`config.mk`:
```
export PLATFORM = sky130hd
export DESIGN_NAME = gpb_port
export DESIGN_NICKNAME = d
export VERILOG_FILES = /design/src/rtl/gpb_pin_cell.v /design/src/rtl/gpb_port.v
export VERILOG_INCLUDE_DIRS = /design/src /design/src/rtl
export SDC_FILE = /design/constraint.sdc
export NUM_CORES = 1
export LEC_CHECK = 0
export BUFFER_PORTS_ARGS = -buffer_cell sky130_fd_sc_hd__buf_4
export CAP_MARGIN = 20
export CORE_ASPECT_RATIO = 0.75
export CORE_UTILIZATION = 50
export CTS_BUF_LIST = sky130_fd_sc_hd__clkbuf_8
export DETAILED_ROUTE_END_ITERATION = 8
export PLACE_DENSITY = 0.78
export REMOVE_ABC_BUFFERS = 1
export SLEW_MARGIN = 10
export SYNTH_ARGS = -nofsm -noshare
export SYNTH_HDL_FRONTEND = slang
export SYNTH_HIERARCHICAL = 1
export SYNTH_SLANG_ARGS = --single-unit
```
`constraint.sdc`:
```
create_clock -name sys_clk_i -period 1.1 [get_ports sys_clk_i]
set_input_delay 0.11 -clock sys_clk_i [delete_from_list [all_inputs] [get_ports sys_clk_i]]
set_output_delay 0.11 -clock sys_clk_i [all_outputs]
set_load 0.01 [all_outputs]
```
`src/rtl/gpb_defines.vh`:
```
`ifndef GPB_DEFINES_VH
`define GPB_DEFINES_VH

// ----------------------------------------
// register offsets
// ----------------------------------------
`define GPB_ADDR_W        4
`define GPB_OFF_DATA      4'h0
`define GPB_OFF_DIR       4'h1
`define GPB_OFF_LATCH     4'h2
`define GPB_OFF_ODRAIN    4'h3
`define GPB_OFF_SLEW      4'h4
`define GPB_OFF_THRESH    4'h5
`define GPB_OFF_ANALOG    4'h6
`define GPB_OFF_ROUTE     4'h7

// ----------------------------------------
// reset values
// ----------------------------------------
`define GPB_RST_DIR       8'hff
`define GPB_RST_LATCH     8'h00
`define GPB_RST_ODRAIN    8'h00
`define GPB_RST_SLEW      8'h00
`define GPB_RST_THRESH    8'h00
`define GPB_RST_ANALOG    8'hff
`define GPB_RST_ROUTE     8'h00

`endif

```
`src/rtl/gpb_pin_cell.v`:
```
`default_nettype none

// ----------------------------------------
// per-pin output and input conditioning
// ----------------------------------------
module gpb_pin_cell
(
  input  wire sys_clk_i,
  input  wire sys_rst_i,
  input  wire dir_i,
  input  wire latch_i,
  input  wire odrain_i,
  input  wire slew_i,
  input  wire analog_i,
  input  wire route_i,
  input  wire periph_out_i,
  input  wire periph_oe_i,
  input  wire pin_st_i,
  input  wire pin_ttl_i,
  input  wire thresh_i,
  output reg  pin_o,
  output reg  pin_oe_o,
  output reg  slew_o,
  output reg  analog_o,
  output reg  dig_in_o
);

  reg  src_val;
  reg  src_drive;

  always @*
  begin
    src_val   = route_i ? periph_out_i : latch_i; // RULE15
    src_drive = route_i ? (periph_oe_i & ~dir_i) : ~dir_i; // RULE2 RULE3 RULE6 RULE9
  end

  always @(posedge sys_clk_i)
  begin
    if (sys_rst_i)
    begin
      pin_o    <= 1'b0;
      pin_oe_o <= 1'b0;
      slew_o   <= 1'b0;
      analog_o <= 1'b1;
      dig_in_o <= 1'b0;
    end
    else
    begin
      pin_o    <= odrain_i ? 1'b0 : src_val; // RULE11
      pin_oe_o <= src_drive & ~(odrain_i & src_val); // RULE11
      slew_o   <= slew_i; // RULE12
      analog_o <= analog_i; // RULE16
      dig_in_o <= analog_i ? 1'b0 : (thresh_i ? pin_ttl_i : pin_st_i); // RULE8 RULE13
    end
  end

endmodule

`default_nettype wire

```
`src/rtl/gpb_port.v`:
```
// Behaviour
// RULE1: eight pins, each with own direction, latch and configuration bits.
// RULE2: direction one puts the pin driver into high impedance.
// RULE3: direction zero enables the driver with the latch value.
// RULE4: data read returns pin levels; data write updates the latch.
// RULE5: writes are read-modify-write on pin levels, result stored in latch; data writes use an all-ones mask and store the write data.
// RULE6: direction controls drivers even for analog pins.
// RULE7: software keeps direction set on analog pins.
// RULE8: analog select forces digital reads to zero, enables analog functions.
// RULE9: analog select does not block digital output.
// RULE10: analog select resets to analog; software clears before digital input.
// RULE11: open-drain select makes output sink only, else push-pull.
// RULE12: slew select asserts pad slew limiting, else full rate.
// RULE13: threshold select picks Schmitt or TTL for reads and change detect.
// RULE14: software changes threshold only with peripherals disabled.
// RULE15: after reset pins output latch; routing brings peripheral outputs.
// RULE16: analog mode connects analog inputs; routed outputs may still drive.
// RULE17: reset sets all direction bits, pins start as inputs.
// RULE18: latch register reads the stored latch, not pin levels.
`include "gpb_defines.vh"
`default_nettype none

module gpb_port
#(
  parameter WIDTH = 8
)
(
  input  wire                   sys_clk_i,
  input  wire                   sys_rst_i,
  input  wire [`GPB_ADDR_W-1:0] addr_i,
  input  wire [WIDTH-1:0]       wdata_i,
  input  wire                   wr_i,
  input  wire                   rd_i,
  output reg  [WIDTH-1:0]       rdata_o,
  input  wire [WIDTH-1:0]       pin_st_i,
  input  wire [WIDTH-1:0]       pin_ttl_i,
  input  wire [WIDTH-1:0]       periph_out_i,
  input  wire [WIDTH-1:0]       periph_oe_i,
  output wire [WIDTH-1:0]       pin_o,
  output wire [WIDTH-1:0]       pin_oe_o,
  output wire [WIDTH-1:0]       slew_limit_o,
  output wire [WIDTH-1:0]       analog_en_o,
  output wire [WIDTH-1:0]       pin_level_o
);

  // ----------------------------------------
  // configuration registers
  // ----------------------------------------
  reg  [WIDTH-1:0] pin_direction_mask_reg;
  reg  [WIDTH-1:0] pin_output_latch_reg;
  reg  [WIDTH-1:0] open_drain_select_reg;
  reg  [WIDTH-1:0] slew_limit_select_reg;
  reg  [WIDTH-1:0] input_threshold_select_reg;
  reg  [WIDTH-1:0] analog_input_select_reg;
  reg  [WIDTH-1:0] peripheral_pin_routing_reg;
  reg  [WIDTH-1:0] pin_direction_mask_next;
  reg  [WIDTH-1:0] pin_output_latch_next;
  reg  [WIDTH-1:0] open_drain_select_next;
  reg  [WIDTH-1:0] slew_limit_select_next;
  reg  [WIDTH-1:0] input_threshold_select_next;
  reg  [WIDTH-1:0] analog_input_select_next;
  reg  [WIDTH-1:0] peripheral_pin_routing_next;
  reg  [WIDTH-1:0] rdata_next;
  wire [WIDTH-1:0] port_pin_data;
  wire             wr_data_hit;
  wire             wr_dir_hit;
  wire             wr_latch_hit;
  wire             wr_odrain_hit;
  wire             wr_slew_hit;
  wire             wr_thresh_hit;
  wire             wr_analog_hit;
  wire             wr_route_hit;

  // ----------------------------------------
  // helper functions
  // ----------------------------------------
  // one register index against one offset
  function addr_hit;
    input [`GPB_ADDR_W-1:0] addr;
    input [`GPB_ADDR_W-1:0] offset;
    begin
      addr_hit = (addr == offset);
    end
  endfunction

  // keep unmasked pin levels, take masked write bits
  function [WIDTH-1:0] rmw_merge;
    input [WIDTH-1:0] pins;
    input [WIDTH-1:0] wdata;
    input [WIDTH-1:0] mask;
    begin
      rmw_merge = (pins & ~mask) | (wdata & mask);
    end
  endfunction

  // write value on a hit, else hold
  function [WIDTH-1:0] reg_update;
    input             hit;
    input [WIDTH-1:0] wdata;
    input [WIDTH-1:0] cur;
    begin
      if (hit)
        reg_update = wdata;
      else
        reg_update = cur;
    end
  endfunction

  // ----------------------------------------
  // write decode
  // ----------------------------------------
  assign wr_data_hit   = wr_i & addr_hit(addr_i, `GPB_OFF_DATA);
  assign wr_dir_hit    = wr_i & addr_hit(addr_i, `GPB_OFF_DIR);
  assign wr_latch_hit  = wr_i & addr_hit(addr_i, `GPB_OFF_LATCH);
  assign wr_odrain_hit = wr_i & addr_hit(addr_i, `GPB_OFF_ODRAIN);
  assign wr_slew_hit   = wr_i & addr_hit(addr_i, `GPB_OFF_SLEW);
  assign wr_thresh_hit = wr_i & addr_hit(addr_i, `GPB_OFF_THRESH);
  assign wr_analog_hit = wr_i & addr_hit(addr_i, `GPB_OFF_ANALOG);
  assign wr_route_hit  = wr_i & addr_hit(addr_i, `GPB_OFF_ROUTE);

  // ----------------------------------------
  // pin direction
  // ----------------------------------------
  always @*
  begin
    pin_direction_mask_next = reg_update(wr_dir_hit,
                                         wdata_i,
                                         pin_direction_mask_reg); // RULE2 RULE3
  end

  always @(posedge sys_clk_i)
  begin
    if (sys_rst_i)
      pin_direction_mask_reg <= `GPB_RST_DIR; // RULE17
    else
      pin_direction_mask_reg <= pin_direction_mask_next;
  end

  // ----------------------------------------
  // output latch
  // ----------------------------------------
  // data write merges with an all-ones mask so no pin levels are kept, latch write stores directly
  always @*
  begin
    pin_output_latch_next = pin_output_latch_reg;
    if (wr_data_hit)
      pin_output_latch_next = rmw_merge(port_pin_data, wdata_i, {WIDTH{1'b1}}); // RULE5
    else if (wr_latch_hit)
      pin_output_latch_next = wdata_i;
  end

  always @(posedge sys_clk_i)
  begin
    if (sys_rst_i)
      pin_output_latch_reg <= `GPB_RST_LATCH; // RULE15
    else
      pin_output_latch_reg <= pin_output_latch_next;
  end

  // ----------------------------------------
  // open-drain select
  // ----------------------------------------
  always @*
  begin
    open_drain_select_next = reg_update(wr_odrain_hit,
                                        wdata_i,
                                        open_drain_select_reg); // RULE11
  end

  always @(posedge sys_clk_i)
  begin
    if (sys_rst_i)
      open_drain_select_reg <= `GPB_RST_ODRAIN;
    else
      open_drain_select_reg <= open_drain_select_next;
  end

  // ----------------------------------------
  // slew limit select
  // ----------------------------------------
  always @*
  begin
    slew_limit_select_next = reg_update(wr_slew_hit,
                                        wdata_i,
                                        slew_limit_select_reg); // RULE12
  end

  always @(posedge sys_clk_i)
  begin
    if (sys_rst_i)
      slew_limit_select_reg <= `GPB_RST_SLEW;
    else
      slew_limit_select_reg <= slew_limit_select_next;
  end

  // ----------------------------------------
  // input threshold select
  // ----------------------------------------
  always @*
  begin
    input_threshold_select_next = reg_update(wr_thresh_hit,
                                             wdata_i,
                                             input_threshold_select_reg); // RULE13
  end

  always @(posedge sys_clk_i)
  begin
    if (sys_rst_i)
      input_threshold_select_reg <= `GPB_RST_THRESH;
    else
      input_threshold_select_reg <= input_threshold_select_next;
  end

  // ----------------------------------------
  // analog input select
  // ----------------------------------------
  always @*
  begin
    analog_input_select_next = reg_update(wr_analog_hit,
                                          wdata_i,
                                          analog_input_select_reg); // RULE8
  end

  always @(posedge sys_clk_i)
  begin
    if (sys_rst_i)
      analog_input_select_reg <= `GPB_RST_ANALOG; // RULE10
    else
      analog_input_select_reg <= analog_input_select_next;
  end

  // ----------------------------------------
  // peripheral routing
  // ----------------------------------------
  always @*
  begin
    peripheral_pin_routing_next = reg_update(wr_route_hit,
                                             wdata_i,
                                             peripheral_pin_routing_reg); // RULE15
  end

  always @(posedge sys_clk_i)
  begin
    if (sys_rst_i)
      peripheral_pin_routing_reg <= `GPB_RST_ROUTE; // RULE15
    else
      peripheral_pin_routing_reg <= peripheral_pin_routing_next;
  end

  // ----------------------------------------
  // register read
  // ----------------------------------------
  always @*
  begin
    case (addr_i)
      `GPB_OFF_DATA:   rdata_next = port_pin_data; // RULE4
      `GPB_OFF_DIR:    rdata_next = pin_direction_mask_reg;
      `GPB_OFF_LATCH:  rdata_next = pin_output_latch_reg; // RULE18
      `GPB_OFF_ODRAIN: rdata_next = open_drain_select_reg;
      `GPB_OFF_SLEW:   rdata_next = slew_limit_select_reg;
      `GPB_OFF_THRESH: rdata_next = input_threshold_select_reg;
      `GPB_OFF_ANALOG: rdata_next = analog_input_select_reg;
      `GPB_OFF_ROUTE:  rdata_next = peripheral_pin_routing_reg;
      default:         rdata_next = {WIDTH{1'b0}};
    endcase
  end

  always @(posedge sys_clk_i)
  begin
    if (sys_rst_i)
      rdata_o <= {WIDTH{1'b0}};
    else if (rd_i)
      rdata_o <= rdata_next;
    else
      rdata_o <= {WIDTH{1'b0}};
  end

  // ----------------------------------------
  // pin cells
  // ----------------------------------------
  assign pin_level_o = port_pin_data;

  genvar i;
  generate
    for (i = 0; i < WIDTH; i = i + 1)
    begin : g_pin
      // RULE1 RULE2 RULE3 RULE6 RULE9 RULE11 RULE12 RULE13 RULE8 RULE16
      gpb_pin_cell u_cell
      (
        .sys_clk_i    (sys_clk_i),
        .sys_rst_i    (sys_rst_i),
        .dir_i        (pin_direction_mask_reg[i]),
        .latch_i      (pin_output_latch_reg[i]),
        .odrain_i     (open_drain_select_reg[i]),
        .slew_i       (slew_limit_select_reg[i]),
        .analog_i     (analog_input_select_reg[i]),
        .route_i      (peripheral_pin_routing_reg[i]),
        .periph_out_i (periph_out_i[i]),
        .periph_oe_i  (periph_oe_i[i]),
        .pin_st_i     (pin_st_i[i]),
        .pin_ttl_i    (pin_ttl_i[i]),
        .thresh_i     (input_threshold_select_reg[i]),
        .pin_o        (pin_o[i]),
        .pin_oe_o     (pin_oe_o[i]),
        .slew_o       (slew_limit_o[i]),
        .analog_o     (analog_en_o[i]),
        .dig_in_o     (port_pin_data[i])
      );
    end
  endgenerate

endmodule

`default_nettype wire

```
==> results by group, run 1 <==
Status
  • Status: completed

Synth
  • #FFs+latches synth: roughly 100
  • EDFF count, synth: 0
  • Synthesized instance count: 433
  • Primary FF master, synth: dfxtp_1
  • Mapped Area: 4320 um^2
  • Syn avg cell area: 9.98 um^2
  • Post-synth ARST share: 0%
  • Unique masters post-synth: 34
  • Yosys warning total: 6
  • Sequential share of the synthesized area: 48.2%

Final layout
  • Antenna Cells: 0
  • Area Growth Syn to Fin: 35.3%
  • Share of cells above drive strength 1: 34.6%
  • Final instance area: 5850 um^2
  • Nets: approximately 630
  • Final core utilization: 72.0%

Worst setup path
  • Worst flop-to-flop path startpoint: open_drain_select_reg[7]
  • Worst Path Required: 1.37 ns
  • Crit. End Element: register
  • Worst-path fanout max: 5
  • Crit path launch: open_drain_select_reg[7]
  • CP startpoint kind: register
  • CP arrival: 1.32 ns
  • Worst setup path category: register to register

Floorplan
  • # IOs: 96
  • Die height: 82.5 um
  • Row cnt: 28
  • Die X: 109 um
  • Initial core utilization: between 50% and 60%
  • Die area: about 9000 um^2
  • Area of the core: 8130 um^2

GRT
  • Vias in the first global route: 3865
  • Initial antenna violation count: 0
  • Total global-route track usage: between 20 and 30%
  • Gr ovfl total: 0
  • Largest net degree at the start of global routing: 30
  • First-pass GRT wire length: 19300 um

Clock tree
  • H-tree depth: 3
  • Worst-path clk slew: 0.10 ns
  • TritonCTS Buffers: 9
  • Buffer count from post-CTS setup fixing: 0
  • Clock tree sinks: 104
  • TritonCTS clock tree: built
  • Clock insertion delay at the later pin of the skew report: approximately 0.37 ns
  • Clk buf depth: 2
  • Clock root buffer master: clkbuf_8

Power and ir drop
  • LEAKAGE: 0.00246 uW
  • Power Dens Cells: 1210 nW/um^2
  • Maximum vdd drop: 0.749 mV
  • Pwr Total: 7100 uW

Timing
  • Worst hold slack: about 0.0073 ns
  • Setup repair after global routing missed its margin: no
  • Relative slew slack: 67.7%
  • Fmax: 955 MHz
  • Min Tclk post-route: 1.05 ns
  • Hold Vio Cnt, Final: 0
  • Final period util: 95.2%
  • Max Slew Vio Count: 0
  • Worst Tran Pin Value: 0.485 ns
  • Worst Clk Skew: 0.0143 ns
  • Setup violators final: 0

Detailed routing
  • Antenna Nets Post-Route: 0
  • Wire length per cell: 18.2 um
  • Number of DRC markers in iteration 0: 272
  • Vias: a little over 4000
  • First-pass DRT Iterations: 4
  • Final WL: 12600 um
  • DR vias/cell: 5.82
  • DRC: 0

Placement
  • Port Buffer Count: 95
  • Area after DPL: 5490 um^2
  • Global placer's final weighted congestion: 0.840
  • DP Wirelength: 8830 um

Run
  • Max_cap viols: 0

Worst hold path
  • Min-delay src: pin_ttl_i[0]
  • Hold crit path type: primary input to register
worst paths after layout:
| check | to | slack [ns] | cells past startpoint |
|---|---|---|---|
| setup / recovery | g_pin[7].u_cell/pin_oe_o | 0.05 | 2 |
| hold / removal | g_pin[0].u_cell/dig_in_o | 0.007 | 3 |
| setup reg to reg | g_pin[7].u_cell/pin_oe_o | 0.05 | 2 |
| hold reg to reg | g_pin[0].u_cell/pin_o | 0.48 | 1 |
report_power, final:
group | switching (uW) | total [uW] | internal [uW]
combinational | 422 | 852 | 430
sequential | 42.6 | 3860 | 3820
clock | 1290 | 2390 | 1100
total | 1750 | 7100 | 5350
cell type report:
type | instances | area [um^2]
Fill cell | 611 | 2280
Sequential cell | 104 | 2090
Multi-Input combinational cell | 299 | 2080
Timing Repair Buffer | 171 | 1360
Clock buffer | 10 | 138
Tap cell | 105 | 131
Clock inverter | 5 | 58.8
layer usage:
layer | wire [um] | GRT usage (%) | vias up
met5 | 0 | 0 | -
met4 | 252 | 11.7 | 0
met3 | 1060 | 6.04 | 29
met2 | 6000 | 49.6 | 196
met1 | 5320 | 35.2 | 1914
li1 | - | - | 1903
cells in the mapped netlist, types with 2 or more instances:
cell,n,area [um^2]
dfxtp_1,104,2080
mux2i_1,48,480
a21oi_1,40,200
nand3_1,32,160
o21ai_0,32,160
nand2_1,18,67.6
and3_1,17,106
a211o_1,16,140
o22ai_1,14,87.6
clkbuf_1,10,37.5
nor2b_1,10,62.6
and3b_1,9,78.8
nor2_1,9,33.8
or2_2,9,56.3
a2111oi_2,8,120
a21bo_2,8,80.1
nor3_1,8,40.0
buf_2,7,35.0
o21a_1,7,52.6
buf_4,6,45.0
buf_6,4,45.0
a22oi_1,2,15.0
clkbuf_2,2,10.0
nand2b_1,2,12.5
nand3b_1,2,15.0
cell usage in the layout, fill, tap and decap left out, drive strengths merged:
cell	instances
buf	156
dfxtp	104
mux2i	48
a21oi	40
nand3	32
o21ai	32
nand2	19
and3	17
a211o	16
dlygate4sd3	15
o22ai	14
nor2b	10
clkbuf	10
nor2	9
and3b	9
or2	9
nor3	8
a21bo	8
a2111oi	8
o21a	7
nand3b	2
nand2b	2
a22oi	2
clkinv	2
nor3b	2
or3b	2
nor4b	1
or4b	1
and2	1
inv	1
clkinvlp	1
bufinv	1
repair_timing:
action	in CTS	in global routing
endpoints found under the hold margin	8	0
hold buffers	15	0
resized for setup	0	5
endpoints found under the setup margin	0	4
worst max-delay path, cell delays in order (launching register included):
cell	delay, ns
dfxtp_1	0.36
a21bo_2	0.25
a2111oi_4	0.35
cells by family (layout without fill, tap and decap cells):
kind of cell           after synthesis  count (layout)  share of synthesized area, %
buffers and inverters               30             186                          4.08
AO/OA/AOI/OAI                      127             127                          19.8
flip-flops                         104             104                          48.2
multiplexers                        48              48                          11.1
AND/OR/NAND/NOR                    124             124                          16.8
metrics by stage:
stage                     setup slack (ns)  setup TNS [ns]  cells
after floorplan                     -0.422           -5.36    403
after global placement              -0.191           -5.36    664
after detailed placement            -0.224           -7.24    664
after CTS                           0.0109               0    694
after global routing                0.0108               0    694
final                               0.0529               0    694
Power figures use the tool's default switching activity.
==> inputs of run 2 (changes only) <==
--- a/config.mk
+++ b/config.mk
@@ -12,6 +12,7 @@
 export CORE_UTILIZATION = 50
 export CTS_BUF_LIST = sky130_fd_sc_hd__clkbuf_8
 export DETAILED_ROUTE_END_ITERATION = 8
+export MAX_ROUTING_LAYER = met4
 export PLACE_DENSITY = 0.78
 export REMOVE_ABC_BUFFERS = 1
 export SLEW_MARGIN = 10
==> results by group, run 2 (synthesis results as in run 1) <==
Placement
  • Global placer's final weighted congestion: 0.892 (was 0.840)
  • DP Cell Count: 661 (was 664)
  • Port Buffer Count: 95 (unchanged)
  • DP Wirelength: 8770 um (was 8830 um)
  • Area after DPL: 5480 um^2 (was 5490 um^2)

Worst setup path
  • CP startpoint kind: register (unchanged)
  • Crit. End Element: register (unchanged)
  • Worst Path Required: 1.36 ns (was 1.37 ns)
  • Worst-path fanout max: 5 (unchanged)
  • CP arrival: 1.32 ns (about the same)
  • Reg2Reg Setup Slack: 0.04 ns (was 0.05 ns)
  • Worst setup path category: register to register (unchanged)

Floorplan
  • Die area: 9030 um^2 (unchanged)
  • Area of the core: 8130 um^2 (unchanged)
  • Die height: 82.5 um (unchanged)
  • Row cnt: 28 (unchanged)
  • Die X: 109 um (unchanged)
  • Initial core utilization: 53.2% (unchanged)
  • # IOs: 96 (unchanged)

GRT
  • First-pass GRT wire length: 19800 um (was 19300 um)
  • Vias in the first global route: 3875 (was 3865)
  • Largest net degree at the start of global routing: 30 (unchanged)
  • Initial antenna violation count: 0 (unchanged)
  • Total global-route track usage: 30.3% (was 28.7%)
  • Gr ovfl total: 0 (unchanged)

Timing
  • Setup TNS: 0 ns (unchanged)
  • Worst Tran Pin Value: 0.458 ns (was 0.485 ns)
  • Setup violators final: 0 (unchanged)
  • Hold Vio Cnt, Final: 0 (unchanged)
  • Final period util: 96.4% (was 95.2%)
  • Min Tclk post-route: 1.06 ns (was 1.05 ns)
  • Relative slew slack: 69.4% (was 67.7%)
  • Fmax: 943 MHz (was 955 MHz)
  • Worst Clk Skew: 0.0112 ns (was 0.0143 ns)
  • Max Slew Vio Count: 0 (unchanged)
  • Setup repair after global routing missed its margin: no (unchanged)

Final layout
  • Area Growth Syn to Fin: 35.3% (about the same)
  • Post-route insts no fill: 691 (was 694)
  • Nets: 629 (was 633)
  • Reg area: 2090 um^2 (about the same)
  • Share of cells above drive strength 1: 34.3% (was 34.6%)
  • Multi-input gate area: 2080 um^2 (unchanged)
  • Antenna Cells: 0 (unchanged)
  • Commonest non-fill, non-tap cell in the layout: buf_4 (unchanged)
  • FILL cells: 606 (was 611)
  • Final instance area: 5850 um^2 (about the same)
  • Commonest cells after routing, fill and taps aside: buf_4 (149), dfxtp_1 (101), mux2i_1 (48) (was buf_4 (153), dfxtp_1 (100), mux2i_1 (48))

Clock tree
  • TritonCTS clock tree: built (unchanged)
  • Worst-path clk slew: 0.09 ns (was 0.10 ns)
  • Clk buf depth: 2 (unchanged)
  • Clock tree sinks: 104 (unchanged)
  • Clock root buffer master: clkbuf_8 (unchanged)
  • TritonCTS Buffers: 9 (unchanged)
  • H-tree depth: 3 (unchanged)
  • Clock insertion delay at the later pin of the skew report: 0.38 ns (was 0.37 ns)

Detailed routing
  • Wire length per cell: 18.3 um (was 18.2 um)
  • First-pass DRT Iterations: 6 (was 4)
  • DR vias/cell: 5.86 (was 5.82)
  • Final WL: 12600 um (about the same)
  • Number of DRC markers in iteration 0: 309 (was 272)
  • Vias: 4048 (was 4042)
  • Antenna Nets Post-Route: 0 (unchanged)
  • DRC: 0 (unchanged)

Power and ir drop
  • Pwr Total: 7270 uW (was 7100 uW)
  • Power Dens Cells: 1240 nW/um^2 (was 1210 nW/um^2)
  • LEAKAGE: 0.00246 uW (about the same)
  • Maximum vdd drop: 0.781 mV (was 0.749 mV)

Status
  • Status: completed (unchanged)

Run
  • Max_cap viols: 0 (unchanged)

Worst hold path
  • Hold crit path type: primary input to register (unchanged)
run 2: final timing paths:
| path | start | end | cells after the start |
|---|---|---|---|
| worst max-delay path | open_drain_select_reg[5] | g_pin[5].u_cell/pin_oe_o | 2 |
| worst min-delay path | pin_st_i[3] | g_pin[3].u_cell/dig_in_o | 3 |
| worst max register to register | open_drain_select_reg[5] | g_pin[5].u_cell/pin_oe_o | 2 |
| worst min register to register | open_drain_select_reg[4] | g_pin[4].u_cell/pin_o | 1 |
run 2: critical path, cell delays in order (launching register included):
cell and delay, ns:
dfxtp_1 0.36, a21bo_2 0.23, a2111oi_2 0.36
run 2: power breakdown:
| group | internal (uW) | switching (uW) | leakage [uW] | total [uW] |
|---|---|---|---|---|
| combinational | 425 | 421 | 0.00150 | 846 |
| clock | 1270 | 1300 | 0.000114 | 2560 |
| sequential | 3820 | 42.5 | 0.000843 | 3860 |
| total | 5510 | 1760 | 0.00246 | 7270 |
run 2: per-stage QoR:
step | hold WS [ns] | util [%] | worst slack (ns)
floorplan | 0.179 | - | -0.422
global placement | 0.339 | 67.4 | -0.194
detailed placement | 0.349 | 67.4 | -0.223
CTS | 0.0116 | 71.7 | 0.0238
global route | 0.00697 | 71.9 | 0.00883
finish | 0.0164 | 71.9 | 0.0394
run 2: cell type report:
| type | instances | area share (%) |
|---|---|---|
| tap | 105 | 2.25 |
| clock buffer | 9 | 2.12 |
| multi-input combinational | 299 | 35.5 |
| sequential | 104 | 35.7 |
| clock inverter | 7 | 1.50 |
| timing repair buffer | 167 | 22.9 |
run 2: timing repair:
| item | 4_1_cts | 5_1_grt |
|---|---|---|
| gates resized for setup | 1 | 4 |
| setup endpoints to repair | 1 | 3 |
| hold endpoints to repair | 7 | 0 |
| hold buffers | 14 | 0 |
| gates cloned | 0 | 0 |
| buffers inserted | 0 | 0 |
run 2: routing by layer:
metal | part of all wire (%) | up-vias | global-route usage (%)
li1 | - | 1884 | -
met1 | 41 | 1933 | 37.4
met2 | 47 | 204 | 48.8
met3 | 9.2 | 27 | 7.38
met4 | 2.0 | 0 | 10.3
met5 | 0 | - | -
==> inputs of run 3 (changes only) <==
==> constraint.sdc (replaced) <==
create_clock -name sys_clk_i -period 0.9 [get_ports sys_clk_i]
set_input_delay 0.09 -clock sys_clk_i [delete_from_list [all_inputs] [get_ports sys_clk_i]]
set_output_delay 0.09 -clock sys_clk_i [all_outputs]
set_load 0.01 [all_outputs]
==> results by group, run 3 (synthesis results as in run 1) <==
Timing
  • Final period util: 114% (was 96.4%)
  • Fmax: 979 MHz (was 943 MHz)
  • Worst Clk Skew: 0.00966 ns (was 0.0112 ns)
  • Worst Tran Pin Value: 0.472 ns (was 0.458 ns)
  • Relative slew slack: 68.5% (was 69.4%)
  • Setup violators final: 56 (was 0)
  • Min Tclk post-route: 1.02 ns (was 1.06 ns)
  • Max Slew Vio Count: 0 (unchanged)
  • Hold Vio Cnt, Final: 0 (unchanged)
  • Setup TNS: -1.24 ns (was 0 ns)
  • Final WS setup: -0.122 ns (was 0.0394 ns)
  • Setup repair after global routing missed its margin: yes (was no)

GRT
  • Gr ovfl total: 0 (unchanged)
  • Vias in the first global route: 4287 (was 3875)
  • Total global-route track usage: 33.6% (was 30.3%)
  • Largest net degree at the start of global routing: 24 (was 30)
  • First-pass GRT wire length: 21600 um (was 19800 um)
  • Initial antenna violation count: 0 (unchanged)

Clock tree
  • Clock tree sinks: 104 (unchanged)
  • H-tree depth: 3 (unchanged)
  • Clock root buffer master: clkbuf_8 (unchanged)
  • Worst-path clk slew: 0.09 ns (about the same)
  • TritonCTS clock tree: built (unchanged)
  • Clock insertion delay at the later pin of the skew report: 0.39 ns (was 0.38 ns)
  • Clk buf depth: 2 (unchanged)
  • TritonCTS Buffers: 9 (unchanged)

Worst setup path
  • Worst-path fanout max: 4 (was 5)
  • Crit. End Element: register (unchanged)
  • CP arrival: 1.29 ns (was 1.32 ns)
  • Reg2Reg Setup Slack: -0.12 ns (was 0.04 ns)
  • Worst setup path category: register to register (unchanged)
  • Worst Path Required: 1.17 ns (was 1.36 ns)
  • CP startpoint kind: register (unchanged)

Floorplan
  • Area of the core: 8130 um^2 (unchanged)
  • Die height: 82.5 um (unchanged)
  • Die X: 109 um (unchanged)
  • # IOs: 96 (unchanged)
  • Initial core utilization: 53.2% (unchanged)
  • Row cnt: 28 (unchanged)
  • Die area: 9030 um^2 (unchanged)

Power and ir drop
  • LEAKAGE: 0.00272 uW (was 0.00246 uW)
  • Power Dens Cells: 1300 nW/um^2 (was 1240 nW/um^2)
  • Maximum vdd drop: 1.27 mV (was 0.781 mV)

Final layout
  • Final core utilization: 80.6% (was 71.9%)
  • Commonest cells after routing, fill and taps aside: buf_4 (121), dfxtp_2 (65), buf_6 (54) (was buf_4 (149), dfxtp_1 (101), mux2i_1 (48))
  • Area Growth Syn to Fin: 51.5% (was 35.3%)
  • Antenna Cells: 0 (unchanged)
  • Nets: 665 (was 629)
  • Commonest non-fill, non-tap cell in the layout: buf_4 (unchanged)
  • Share of cells above drive strength 1: 48.6% (was 34.3%)

Detailed routing
  • First-pass DRT Iterations: 5 (was 6)
  • Final WL: 14300 um (was 12600 um)
  • Antenna Nets Post-Route: 0 (unchanged)
  • Vias: 4280 (was 4048)
  • DR vias/cell: 5.89 (was 5.86)
  • Wire length per cell: 19.7 um (was 18.3 um)
  • Number of DRC markers in iteration 0: 329 (was 309)
  • DRC: 0 (unchanged)

Placement
  • DP Wirelength: 9090 um (was 8770 um)
  • Port Buffer Count: 95 (unchanged)
  • Global placer's final weighted congestion: 0.861 (was 0.892)

Worst hold path
  • Hold crit path type: primary input to register (unchanged)

Status
  • Failing checks: negative setup slack
  • Status: finished, violations left (was completed)

Run
  • Max_cap viols: 0 (unchanged)
## run 3: changes by cell type in the layout (fill, tap and decap cells not counted), moves of 4 or more
| cell | delta |
|---|---|
| a2111oi_2 | -7 |
| a2111oi_4 | +7 |
| and3b_1 | -4 |
| dfxtp_1 | -70 |
| buf_4 | -28 |
| dfxtp_4 | +7 |
| a21bo_4 | +5 |
| and3b_2 | +4 |
| dfxtp_2 | +63 |
| a21bo_2 | -5 |
| buf_6 | +54 |
| dlygate4sd3_1 | +9 |
## run 3: repair_timing
action / CTS / global route
buffers inserted: 4 / 1
hold buffers: 25 / 0
gates resized for setup: 122 / 39
endpoints found under the hold margin: 47 / 0
setup endpoints to repair: 66 / 78
pin swaps: 20 / 22
## run 3: worst paths after layout
check / to / start / cells past startpoint
setup / recovery: rdata_o[6] / open_drain_select_reg[6] / 4
setup reg to reg: rdata_o[6] / open_drain_select_reg[6] / 4
hold / removal: g_pin[0].u_cell/pin_oe_o / periph_out_i[0] / 3
hold reg to reg: g_pin[5].u_cell/pin_o / open_drain_select_reg[5] / 1
## run 3: layout make-up
type / instances / area (um^2)
Multi-Input combinational cell: 299 / 2230
Sequential cell: 104 / 2190
Timing Repair Buffer: 203 / 1830
Fill cell: 509 / 1580
Clock buffer: 10 / 138
Tap cell: 105 / 131
Clock inverter: 6 / 27.5
## run 3: stage by stage
step / power, uW / instance area (um^2) / hold slack [ns] / setup WS, ns / cells
final: 8510 / 6550 / 0.00662 / -0.122 / 727
after global routing: 8800 / 6550 / 0.00458 / -0.179 / 727
after CTS: 8490 / 6440 / -0.00807 / -0.119 / 729
after detailed placement: 5830 / 5640 / 0.331 / -0.403 / 684
after global placement: 5810 / 5640 / 0.320 / -0.371 / 684
after floorplan: 5120 / 4150 / 0.159 / -0.602 / 403
## run 3: layer usage
metal	GRT usage, %	routed length (um)
met1	39.5	5850
met2	56.2	6930
met3	7.85	1150
met4	12.9	403
met5	-	0
## run 3: power by group
part           switching [uW]  internal [uW]  total [uW]
clock                    1550           1040        2590
combinational             583            633        1220
sequential               54.0           4650        4700
total                    2190           6330        8510
## run 3: critical path, stage by stage, from the launching register on
cell and delay [ns]:
dfxtp_2 0.36, buf_6 0.12, mux2i_1 0.15, o22ai_1 0.10, o21a_1 0.20
